===== config.mk =====
export PLATFORM = sky130hd
export DESIGN_NAME = board_interrupt_aggregator
export DESIGN_NICKNAME = d
export VERILOG_FILES = /design/src/verilog/irq_agg_pkg.sv /design/src/verilog/board_interrupt_aggregator.sv /design/src/verilog/change_detect.sv
export SDC_FILE = /design/constraint.sdc
export NUM_CORES = 1
export LEC_CHECK = 0
export BUFFER_PORTS_ARGS = -buffer_cell sky130_fd_sc_hd__clkbuf_2
export CELL_PAD_IN_SITES_DETAIL_PLACEMENT = 1
export CELL_PAD_IN_SITES_GLOBAL_PLACEMENT = 2
export CORE_MARGIN = 5
export CORE_UTILIZATION = 28
export DETAILED_ROUTE_END_ITERATION = 10
export GPL_TIMING_DRIVEN = 0
export PLACE_DENSITY = 0.83
export SLEW_MARGIN = 20
export SYNTH_ARGS = -nofsm -noshare
export SYNTH_HDL_FRONTEND = slang
export SYNTH_HIERARCHICAL = 1
export SYNTH_SLANG_ARGS = --single-unit

===== constraint.sdc =====
create_clock -name pclk -period 1.88 [get_ports pclk]
set_input_delay 0.282 -clock pclk [delete_from_list [all_inputs] [get_ports pclk]]
set_output_delay 0.282 -clock pclk [all_outputs]
set_load 0.005 [all_outputs]

===== src/verilog/irq_agg_pkg.sv =====
// constants and carrier types for the board interrupt aggregator
// assumes an apb slave on pclk with 32-bit data and word-aligned registers
// How it works
// - all source events merge onto one request line toward the host
// - a source drives the request only while its enable bit is set
// - the request signals an interrupt by a falling edge, which the host watches for
// - a readable flag register tells which source caused the interrupt
// - the host clears serviced flags and exactly the named mask bits clear
// - bit 0 buttons, bit 1 switch bank, bit 2 stick, bit 3 monitor button, bit 4 network
// - enable sets the masked enable bits, disable clears them, others keep their value
// - button-type sources flag on every change of their input, press or release
package irq_agg_pkg;
  localparam int unsigned NUM_SRC = 5;
  localparam int unsigned REG_W   = 16;
  // source bit positions
  localparam int unsigned BIT_BUTTONS        = 0;
  localparam int unsigned BIT_SWITCH_BANK    = 1;
  localparam int unsigned BIT_STICK          = 2;
  localparam int unsigned BIT_MONITOR_BUTTON = 3;
  localparam int unsigned BIT_NETWORK        = 4;
  // byte offsets
  localparam logic [7:0] OFS_ENABLE     = 8'h00;
  localparam logic [7:0] OFS_ENABLE_SET = 8'h04;
  localparam logic [7:0] OFS_ENABLE_CLR = 8'h08;
  localparam logic [7:0] OFS_FLAGS      = 8'h0C;
  localparam logic [7:0] OFS_FLAGS_CLR  = 8'h10;
  localparam logic [7:0] OFS_IRQ_STATUS = 8'h14;
  localparam logic [7:0] OFS_IRQ_MASK   = 8'h18;
  localparam logic [15:0] ENABLE_RESET = 16'h0000;
  localparam logic [15:0] FLAGS_RESET  = 16'h0000;
  localparam logic [15:0] SRC_MASK     = 16'h001F;
  // bus event status bits
  localparam int unsigned EVT_W         = 2;
  localparam int unsigned EVT_REQ_FALL  = 0;
  localparam int unsigned EVT_BAD_ADDR  = 1;
  localparam logic [1:0]  EVT_MASK_RESET = 2'h0;

  typedef struct packed {
    logic        sel;
    logic        en;
    logic        wr;
    logic [7:0]  addr;
    logic [31:0] wdata;
  } apb_req_t;
endpackage : irq_agg_pkg


===== src/verilog/board_interrupt_aggregator.sv =====
// board interrupt aggregator: apb registers, flags, enables, request line
// assumes apb master on pclk; source inputs asynchronous and synchronised here
//
// The implementer's own choices: the APB interface to the registers and the register addresses.
`timescale 1ns/1ps
`default_nettype none
module board_interrupt_aggregator (
  input  wire logic        pclk,
  input  wire logic        presetn,
  input  wire logic        clk_en,
  input  wire logic        psel,
  input  wire logic        penable,
  input  wire logic        pwrite,
  input  wire logic [7:0]  paddr,
  input  wire logic [31:0] pwdata,
  output logic      [31:0] prdata,
  output logic             pready,
  output logic             pslverr,
  input  wire logic        src_buttons,
  input  wire logic        src_switch_bank,
  input  wire logic        src_stick,
  input  wire logic        src_monitor_button,
  input  wire logic        src_network,
  output logic             host_irq_line,
  output logic             irq
);
  localparam int unsigned N = irq_agg_pkg::NUM_SRC;

  irq_agg_pkg::apb_req_t req;
  logic [N-1:0]  raw, evt, any_edge;
  logic [15:0]   enable_q, enable_d, flags_q, flags_d;
  logic [31:0]   prdata_q, prdata_d;
  logic [1:0]    st_q, st_d, msk_q, msk_d;
  logic          line_q, line_d, err_q, err_d;
  logic          access, wr_acc, rd_acc, hit, pending;
  logic          ack_q, ack_d, preload;

  function automatic logic [15:0] src_bits(input logic [31:0] v);
    src_bits = v[15:0] & irq_agg_pkg::SRC_MASK;
  endfunction : src_bits

  assign req = '{sel: psel, en: penable, wr: pwrite, addr: paddr, wdata: pwdata};

  // source inputs in bit order
  always_comb begin
    raw = '0;
    raw[irq_agg_pkg::BIT_BUTTONS]        = src_buttons;
    raw[irq_agg_pkg::BIT_SWITCH_BANK]    = src_switch_bank;
    raw[irq_agg_pkg::BIT_STICK]          = src_stick;
    raw[irq_agg_pkg::BIT_MONITOR_BUTTON] = src_monitor_button;
    raw[irq_agg_pkg::BIT_NETWORK]        = src_network;
    any_edge = '0;
    any_edge[irq_agg_pkg::BIT_BUTTONS]        = 1'b1;
    any_edge[irq_agg_pkg::BIT_SWITCH_BANK]    = 1'b1;
    any_edge[irq_agg_pkg::BIT_STICK]          = 1'b1;
    any_edge[irq_agg_pkg::BIT_MONITOR_BUTTON] = 1'b1;
  end

  change_detect #(.W(N)) u_detect (
    .pclk        (pclk),
    .presetn     (presetn),
    .clk_en      (clk_en),
    .raw_in      (raw),
    .any_edge    (any_edge),
    .event_pulse (evt)
  );

  // one wait state: the first access cycle loads prdata, the second completes,
  // so registered read data already stands at the edge where pready is high
  assign preload = req.sel & req.en & clk_en & ~ack_q;
  assign access  = req.sel & req.en & clk_en & ack_q;
  assign wr_acc  = access & req.wr;
  assign rd_acc  = access & ~req.wr;
  assign ack_d   = clk_en ? (req.sel & req.en & ~ack_q) : ack_q;
  assign pready  = ack_q;
  assign pslverr = 1'b0;
  assign prdata  = prdata_q;

  always_comb begin
    case (req.addr)
      irq_agg_pkg::OFS_ENABLE, irq_agg_pkg::OFS_ENABLE_SET, irq_agg_pkg::OFS_ENABLE_CLR,
      irq_agg_pkg::OFS_FLAGS, irq_agg_pkg::OFS_FLAGS_CLR, irq_agg_pkg::OFS_IRQ_STATUS,
      irq_agg_pkg::OFS_IRQ_MASK: hit = 1'b1;
      default: hit = 1'b0;
    endcase
  end

  // enable and flag registers; an event in the clear cycle survives
  always_comb begin
    enable_d = enable_q;
    flags_d  = flags_q;
    if (wr_acc) begin
      case (req.addr)
        irq_agg_pkg::OFS_ENABLE:     enable_d = src_bits(req.wdata);
        irq_agg_pkg::OFS_ENABLE_SET: enable_d = enable_q | src_bits(req.wdata);
        irq_agg_pkg::OFS_ENABLE_CLR: enable_d = enable_q & ~src_bits(req.wdata);
        irq_agg_pkg::OFS_FLAGS, irq_agg_pkg::OFS_FLAGS_CLR:
          flags_d = flags_q & ~src_bits(req.wdata);
        default: ;
      endcase
    end
    flags_d = flags_d | {{(16-N){1'b0}}, evt};
  end

  // request level: low while an enabled flag is set
  always_comb begin
    pending = |(flags_q & enable_q);
    line_d  = clk_en ? ~pending : line_q;
  end

  // sticky bus status, cleared by reading it; set beats clear
  always_comb begin
    err_d = access & ~hit;
    st_d  = st_q;
    // clear only what the read returned; a bit set after the snapshot survives
    if (rd_acc && req.addr == irq_agg_pkg::OFS_IRQ_STATUS) st_d = st_q & ~prdata_q[1:0];
    if (line_q && !line_d) st_d[irq_agg_pkg::EVT_REQ_FALL] = 1'b1;
    if (err_d) st_d[irq_agg_pkg::EVT_BAD_ADDR] = 1'b1;
    msk_d = msk_q;
    if (wr_acc && req.addr == irq_agg_pkg::OFS_IRQ_MASK) msk_d = req.wdata[1:0];
  end

  // read mux; reserved and unmapped read as zero
  always_comb begin
    prdata_d = prdata_q;
    if (preload && !req.wr) begin
      case (req.addr)
        irq_agg_pkg::OFS_ENABLE, irq_agg_pkg::OFS_ENABLE_SET,
        irq_agg_pkg::OFS_ENABLE_CLR: prdata_d = {16'h0000, enable_q};
        irq_agg_pkg::OFS_FLAGS, irq_agg_pkg::OFS_FLAGS_CLR: prdata_d = {16'h0000, flags_q};
        irq_agg_pkg::OFS_IRQ_STATUS: prdata_d = {30'h0, st_q};
        irq_agg_pkg::OFS_IRQ_MASK:   prdata_d = {30'h0, msk_q};
        default:                     prdata_d = 32'h00000000;
      endcase
    end
  end

  always_ff @(posedge pclk or negedge presetn) begin
    if (!presetn) begin
      enable_q <= irq_agg_pkg::ENABLE_RESET;
      flags_q  <= irq_agg_pkg::FLAGS_RESET;
      prdata_q <= 32'h00000000;
      st_q     <= 2'h0;
      msk_q    <= irq_agg_pkg::EVT_MASK_RESET;
      line_q   <= 1'b1;
      err_q    <= 1'b0;
      ack_q    <= 1'b0;
    end else if (clk_en) begin
      ack_q    <= ack_d;
      enable_q <= enable_d;
      flags_q  <= flags_d;
      prdata_q <= prdata_d;
      st_q     <= st_d;
      msk_q    <= msk_d;
      line_q   <= line_d;
      err_q    <= err_d;
    end
  end

  assign host_irq_line = line_q;
  assign irq           = |(st_q & msk_q);

  // read data is loaded one cycle ahead of pready, so it stands at the completing edge

  a_line_follows: assert property (@(posedge pclk) disable iff (!presetn)
    clk_en |=> host_irq_line == !$past(pending)) else $error("request line wrong");
  a_disabled_quiet: assert property (@(posedge pclk) disable iff (!presetn)
    (clk_en && (flags_q & enable_q) == 16'h0000) |=> host_irq_line) else $error("disabled source drove line");
  a_flags_sticky: assert property (@(posedge pclk) disable iff (!presetn)
    (clk_en && !wr_acc) |=> ((flags_q & $past(flags_q)) == $past(flags_q))) else $error("flag lost");
  a_reserved_zero: assert property (@(posedge pclk) disable iff (!presetn)
    flags_q[15:5] == 11'h000 && enable_q[15:5] == 11'h000) else $error("reserved bit set");
  a_clear_exact: assert property (@(posedge pclk) disable iff (!presetn)
    (wr_acc && req.addr == irq_agg_pkg::OFS_FLAGS_CLR) |=>
      flags_q == (($past(flags_q) & ~src_bits($past(req.wdata))) | $past({11'h000, evt}))) else $error("clear wrong");
  a_enable_set: assert property (@(posedge pclk) disable iff (!presetn)
    (wr_acc && req.addr == irq_agg_pkg::OFS_ENABLE_SET) |=>
      enable_q == ($past(enable_q) | src_bits($past(req.wdata)))) else $error("enable set wrong");
  a_enable_clr: assert property (@(posedge pclk) disable iff (!presetn)
    (wr_acc && req.addr == irq_agg_pkg::OFS_ENABLE_CLR) |=>
      enable_q == ($past(enable_q) & ~src_bits($past(req.wdata)))) else $error("enable clear wrong");
  a_event_latch: assert property (@(posedge pclk) disable iff (!presetn)
    (clk_en && evt[irq_agg_pkg::BIT_NETWORK]) |=> flags_q[irq_agg_pkg::BIT_NETWORK]) else $error("event not latched");
  a_flag_read: assert property (@(posedge pclk) disable iff (!presetn)
    (rd_acc && req.addr == irq_agg_pkg::OFS_FLAGS) |-> prdata[15:0] == $past(flags_q)) else $error("flag read wrong");
  a_status_read: assert property (@(posedge pclk) disable iff (!presetn)
    (rd_acc && req.addr == irq_agg_pkg::OFS_IRQ_STATUS) |-> prdata[1:0] == $past(st_q)) else $error("status read wrong");
  a_ready_pulse: assert property (@(posedge pclk) disable iff (!presetn)
    (clk_en && pready) |=> !pready) else $error("ready held too long");
  a_fall_status: assert property (@(posedge pclk) disable iff (!presetn)
    (clk_en && $fell(host_irq_line)) |-> st_q[irq_agg_pkg::EVT_REQ_FALL]) else $error("fall not recorded");

  c_fall: cover property (@(posedge pclk) disable iff (!presetn) $fell(host_irq_line));
  c_rise: cover property (@(posedge pclk) disable iff (!presetn) $rose(host_irq_line));
  c_clear_race: cover property (@(posedge pclk) disable iff (!presetn)
    wr_acc && req.addr == irq_agg_pkg::OFS_FLAGS_CLR && evt != '0);
  c_irq: cover property (@(posedge pclk) disable iff (!presetn) irq);
endmodule : board_interrupt_aggregator
`default_nettype wire


===== src/verilog/change_detect.sv =====
// per-source synchroniser and change detector
// assumes raw board inputs asynchronous to pclk
`timescale 1ns/1ps
`default_nettype none
module change_detect #(
  parameter int unsigned W = 5
) (
  input  wire logic         pclk,
  input  wire logic         presetn,
  input  wire logic         clk_en,
  input  wire logic [W-1:0] raw_in,
  input  wire logic [W-1:0] any_edge,
  output logic      [W-1:0] event_pulse
);
  logic [W-1:0] s1_q, s1_d, s2_q, s2_d, last_q, last_d;

  // two-stage sync; s1 feeds only s2
  always_comb begin
    s1_d   = clk_en ? raw_in : s1_q;
    s2_d   = clk_en ? s1_q : s2_q;
    last_d = clk_en ? s2_q : last_q;
  end

  always_ff @(posedge pclk or negedge presetn) begin
    if (!presetn) begin
      s1_q   <= '0;
      s2_q   <= '0;
      last_q <= '0;
    end else begin
      s1_q   <= s1_d;
      s2_q   <= s2_d;
      last_q <= last_d;
    end
  end

  // sources with their any_edge bit set flag on both edges; others on a rising edge only
  assign event_pulse = clk_en ? ((s2_q ^ last_q) & any_edge) | (s2_q & ~last_q & ~any_edge) : '0;
endmodule : change_detect
`default_nettype wire


==> results_dict.tcl, run 1 <==
set metrics [dict create \
    worst_skew_pair.late_latency_ns 0.29 \
    type_of_destination_of_the_critical_path "flop" \
    yosys_most_used_dff "dfrtp_1" \
    postSynth.asyncResetShare_pct 100 \
    run_status "finished clean" \
    drtPass1Iterations 4 \
    synth.top_cells.by_area "dfrtp_1 41%, buf_4 9.8%, nand2_1 4.2%" \
    maxSlewViolCount 0 \
    worst_slew_pin_slew_ns 0.904 \
    dp.final_hpwl_um 3970 \
    grt_setup_unrepaired "false" \
    cts-resized-gates 0 \
    synth-seq-area-share_pct 41.8 \
    kind_of_launch_point_of_the_worst_setup_path "flop" \
    setup_violations 0 \
    route.detailed.drc 0 \
    synth_edf_count 0 \
    cts_hold_buffers 0 \
    number_of_instances_in_the_synthesized_netlist 217 \
    route.detailed.wl_per_inst_um 13.0 \
    timing.critical_path.slowest_cell_delay_ns 0.43 \
    maxCapViolations 0 \
    multi_input_comb_area_um2 1100 \
    finalWorstPathRequiredPeriod_ns 1.76 \
    initial_utilization_pct 28.3 \
    io-pin-count 87 \
    clk_root_buffer_cell "clkbuf_8" \
    total_count_of_hold_check_failures_in_the_final_report 0 \
    floorplan.die.height_um 97.7 \
    irDropWorstVdd_mv 0.325 \
    first_pass_grt_wire_length_um 8950 \
    rr_worst_depth 4 \
    commonest_cells_post_synth "35 x dfrtp_1, 28 x buf_4, 24 x nand2_1" \
    post_dr_vias_cell 4.35 \
    antenna_violating_nets_post_route 0 \
    htree_levels 2 \
    final.fill_count 913 \
    numClockSinks 36 \
    finalWirelength_um 5120 \
    fp-row-count 32 \
    globalRouteOverflowTotal 0 \
    layout.cell_area.non_filler_um2 2740 \
    synth_warnings 6 \
    clk_path_buf_depth 2 \
    ys_seq_elements 36 \
    clock_tree_from_tritoncts "done" \
    cts_buffers 5 \
    fp.coreArea_um2 7610 \
    post_dp_cell_area_um2 2580 \
    path_class "flop to flop" \
    largest_net_degree_at_the_start_of_global_routing 37 \
    postSynthAreaPerCell_um2 9.93 \
    post-synth-top-area-fraction_pct 40.6 \
    grtUsageTotal_pct 11.4 \
    layout.core_utilization_pct 36.0 \
    cts_setup_buffers 0 \
    path_cells "nand4_1 > or3_1 > nor3_2 > mux2_1" \
    insertedDiodeCount 0 \
    cellPowerDensity_nw_per_um2 778 \
    synth.most_common_cell "dfrtp_1" \
    layout_worst_path_cycle_share_pct 93.5 \
    relative_slew_margins_pct 39.8 \
    regToRegEndpoint "msk_q[1]" \
    crit_required_ns 2.05 \
    critPathTopFamily "simple AND/OR/NAND/NOR gates" \
    dr.first_iter.drc_count 46 \
    grt_pass1_vias 1853 \
    drive_gt1_share_pct 30.6 \
    flow.area_growth_from_synthesis_pct 27.0 \
    leakage_nw 1.37 \
    timing.hold.worst.class "primary input to async pin" \
    fin_nets 346 \
    synth.distinct_cells 43 \
    grt_antenna_before_repair 0 \
    fp.dieArea_um2 9550 \
    vias 1710 \
    max_freq_ghz 0.569 \
    worst-endpoint-arrival_ns 1.92 \
    worst_path_max_delay_cell "or3_1" \
    timing.critical_path.from "pready" \
    critPathMaxFanout 5 \
    critical_path.n_buffers_inverters 0 \
    syn-cell-area_um2 2160 \
    portBuffers 31 \
    worst_r2r_startpoint "pready" \
    yosysTopAreaCell "dfrtp_1" \
    clock_pin_slew_reported_for_the_worst_setup_and_hold_paths_after_clock_tree_synthesis_ns 0.08 \
    setup.reg_to_reg.worst_slack_ns 0.12 \
    fin_worst_skew_ns 0.00915 \
    ff_latch_area_um2 902 \
    die_x_um 97.7 \
    placer_congestion 0.755 \
]
[logic make-up (layout without fill, tap and decap cells)]
family,count (synthesis),count (layout),share of synthesized area [%]
other,2,38,0.348
buffers and inverters,45,83,13.7
and+or+nand+nor,66,66,16.8
muxes,17,17,9.58
AOI/OAI and AO/OA,46,46,14.8
adders and majority gates,5,5,2.90
DFF,36,36,41.8
[flip-flops by register name, indices dropped and copies added (netlist names)]
name             flops
enable_q             5
flags_q              5
prdata               5
u_detect/last_q      5
u_detect/s1_q        5
u_detect/s2_q        5
msk_q                2
st_q                 2
host_irq_line        1
pready               1
[cell usage in the layout (no fill, tap or decap), types with 2 or more instances in the layout]
cell	instances
conb_1	38
clkbuf_2	31
nand2_1	24
nand4_1	2
ha_1	5
or4_4	2
buf_6	2
nand2b_1	3
mux2_1	2
mux2_2	7
clkbuf_1	4
o211a_1	4
o21ai_1	5
nand3_1	12
nor2b_1	12
mux2_4	5
bufinv_16	3
o22a_1	3
buf_4	28
or3_1	3
a22oi_1	2
mux2i_1	3
inv_1	7
o21ai_0	11
o211ai_1	4
nand3b_1	2
nor2_1	2
a22o_1	6
clkbuf_8	5
a21oi_1	3
dfrtp_1	35
a31oi_1	3
[per-stage QoR]
step	worst slack, ns	instances	hold WS, ns	total power [mW]	setup TNS [ns]
finish	0.123	393	0.109	2.13	0
global route	0.0246	393	0.188	2.26	0
CTS	0.110	393	0.143	2.17	0
detailed placement	-0.396	386	0.474	1.20	-4.14
global placement	-0.363	386	0.462	1.19	-3.58
floorplan	-0.00644	253	-0.0136	1.09	-0.0129
[area by class of cell]
type / instances / share of cell area, %
Sequential cell: 36 / 32.9
Clock inverter: 3 / 3.29
Inverter: 7 / 0.959
Multi-Input combinational cell: 172 / 40.1
Buffer: 37 / 9.91
Timing Repair Buffer: 31 / 5.66
Tap cell: 102 / 4.66
Clock buffer: 5 / 2.51
[report_power, final]
part	internal [mW]	switching, mW
logic	0.160	0.156
clock network	0.664	0.284
registers	0.830	0.0371
[metal layers]
metal | up-vias | share of wire (%) | track usage [%]
li1 | 843 | - | -
met4 | 0 | 1.7 | 4.37
met1 | 829 | 46 | 14.2
met3 | 5 | 3.7 | 2.57
met2 | 33 | 49 | 19.2
met5 | - | 0 | 0
[how the worst max path moves through the flow]
stage | endpoint | slack, ns | cells after the start
2_1_floorplan | msk_q[0] | -0.006 | 5
3_3_place_gp | msk_q[1] | -0.36 | 6
3_5_place_dp | msk_q[0] | -0.40 | 6
4_1_cts | msk_q[1] | 0.11 | 4
5_1_grt | msk_q[0] | 0.02 | 4
6_report | msk_q[1] | 0.12 | 4
No activity file was read; power rests on OpenSTA's default activity.
==> run 2: changes to the inputs <==
--- a/config.mk
+++ b/config.mk
@@ -12,7 +12,8 @@
 export CORE_UTILIZATION = 28
 export DETAILED_ROUTE_END_ITERATION = 10
 export GPL_TIMING_DRIVEN = 0
-export PLACE_DENSITY = 0.83
+export PLACE_DENSITY_LB_ADDON = 0.25
+export RECOVER_POWER = 25
 export SLEW_MARGIN = 20
 export SYNTH_ARGS = -nofsm -noshare
 export SYNTH_HDL_FRONTEND = slang
==> run 2 against run 1 <==
  * Combinational power hardly changed
  * Sequential share of layout area is 0.86 points higher
  * Register-to-register slack hardly changed
  * Count of clock-buffer cells in the layout is 2 higher
  * Die area stayed put
  * Critical path type is now primary input to flop
  * Critical endpoint is now msk_q[0]
  * Highest routed layer unchanged
==> results_dict.tcl, run 2 (same netlist as run 1, synthesis figures left out) <==
set metrics [dict create \
    run_status "finished clean" \
    clock_pin_slew_reported_for_the_worst_setup_and_hold_paths_after_clock_tree_synthesis_ns 0.07 \
    clk_root_buffer_cell "clkbuf_8" \
    mostFrequentLayoutCells "38 x conb_1, 35 x dfrtp_1, 31 x clkbuf_2" \
    fin_hold_ws_ns 0.131 \
    crit_required_ns 2.06 \
    cts_buffers 5 \
    cts-resized-gates 0 \
    post_dr_vias_cell 4.36 \
    irDropWorstVdd_mv 0.215 \
    critical_path.n_buffers_inverters 2 \
    cts_setup_buffers 0 \
    globalRouteOverflowTotal 0 \
    total_placed_cells_including_tap_cells 386 \
    flow.area_growth_from_synthesis_pct 23.8 \
    regToRegEndpoint "msk_q[0]" \
    portBuffers 31 \
    die_x_um 97.7 \
    numClockSinks 36 \
    route.detailed.drc 0 \
    maxSlewViolCount 0 \
    placer_congestion 0.796 \
    rr_worst_depth 4 \
    fp.dieArea_um2 9550 \
    layout_commonest_cell "conb_1" \
    type_of_destination_of_the_critical_path "flop" \
    clock_tree_from_tritoncts "done" \
    critPathTopFamily "simple AND/OR/NAND/NOR gates" \
    worst_path_max_delay_cell "or4_4" \
    route.detailed.wl_per_inst_um 13.5 \
    io-pin-count 87 \
    finalWirelength_um 5280 \
    vias 1711 \
    drtPass1Iterations 3 \
    timing.hold.worst.class "primary input to async pin" \
    setup.reg_to_reg.worst_slack_ns 0.13 \
    antenna_violating_nets_post_route 0 \
    largest_net_degree_at_the_start_of_global_routing 37 \
    fin_worst_skew_ns 0.00615 \
    timing.critical_path.slowest_cell_delay_ns 0.53 \
    fin_ws_ns 0.123 \
    first_pass_grt_wire_length_um 8940 \
    path_class "primary input to flop" \
    worst_slew_pin_slew_ns 0.941 \
    relative_slew_margins_pct 37.3 \
    drive_gt1_share_pct 30.0 \
    insertedDiodeCount 0 \
    critPathMaxFanout 6 \
    kind_of_launch_point_of_the_worst_setup_path "primary input" \
    worst_r2r_startpoint "pready" \
    number_of_non_filler_instances_in_the_completed_layout 392 \
    layout_worst_path_cycle_share_pct 93.4 \
    grt_antenna_before_repair 0 \
    floorplan.die.height_um 97.7 \
    cellPowerDensity_nw_per_um2 670 \
    htree_levels 2 \
    initial_utilization_pct 28.3 \
    worst-endpoint-arrival_ns 1.93 \
    fin_nets 346 \
    fp-row-count 32 \
    dr.first_iter.drc_count 61 \
    max_freq_ghz 0.569 \
    fp.coreArea_um2 7610 \
    leakage_nw 1.34 \
    maxCapViolations 0 \
    setup_violations 0 \
    worst_skew_pair.late_latency_ns 0.29 \
    grt_setup_unrepaired "false" \
    dpl_worst_slack_ns -0.441 \
    total_count_of_hold_check_failures_in_the_final_report 0 \
    grtUsageTotal_pct 11.5 \
    dp.final_hpwl_um 4010 \
    clk_path_buf_depth 2 \
    power.total_mw 1.79 \
    finalWorstPathRequiredPeriod_ns 1.76 \
    grt_pass1_vias 1866 \
    path_cells "clkbuf_2 > or4_4 > buf_6 > or3_1 > nor3_2 > mux2_1" \
]
==> run 2: changes by cell type in the layout (fill, tap and decap cells not counted), sizes merged <==
cell    change
bufinv      -3
clkbuf      +3
buf         -1
==> run 2: worst max path at each step <==
| stage | from | end | slack, ns | depth (start not counted) |
|---|---|---|---|---|
| final | paddr[0] | msk_q[0] | 0.12 | 6 |
| after global placement | clk_en | msk_q[0] | -0.44 | 6 |
| after global routing | pready | msk_q[1] | 0.002 | 4 |
| after CTS | paddr[0] | flags_q[2] | 0.09 | 6 |
| after detailed placement | clk_en | msk_q[1] | -0.44 | 6 |
| after floorplan | paddr[0] | msk_q[0] | -0.006 | 5 |
==> run 2: final cells by class <==
type | instances | area (µm²)
fillers | 934 | 4940
multi-input cells | 172 | 1100
flip-flops and latches | 36 | 902
plain buffers | 37 | 264
repair buffers | 31 | 155
well taps | 102 | 128
clock buffers | 7 | 96.3
inverters | 7 | 26.3
==> run 2: layer usage <==
metal	part of all wire (%)	GRT usage [%]	wire length, µm	up-vias
li1	-	-	-	841
met1	47	14.9	2500	826
met2	47	18.7	2490	39
met3	3.9	2.64	206	5
met4	1.6	4.26	83	0
met5	0	0	0	-
==> run 2: what timing repair did <==
item,in CTS,in global routing
setup endpoints to repair,10,0
hold buffers,0,0
endpoints found under the hold margin,0,0
==> run 2: through the flow <==
stage	instance area, µm²	TNS, ns	utilization (%)
5_1_grt	2670	0	35.1
4_1_cts	2680	0	35.2
3_5_place_dp	2580	-4.68	34.0
6_report	2670	0	35.1
3_3_place_gp	2580	-4.50	34.0
2_1_floorplan	2300	-0.0129	-
==> run 2: where the power goes <==
part	internal, mW	switching, mW	leakage, nW	total (mW)
clock network	0.327	0.278	0.0503	0.605
registers	0.831	0.0356	0.433	0.866
logic	0.159	0.157	0.859	0.316
total	1.32	0.471	1.34	1.79
==> run 2: worst register-to-register path: stages, from the launching register on <==
cell	delay (ns)
dfrtp_1	0.40
nand4_1	0.28
or3_1	0.42
nor3_2	0.20
mux2_1	0.35
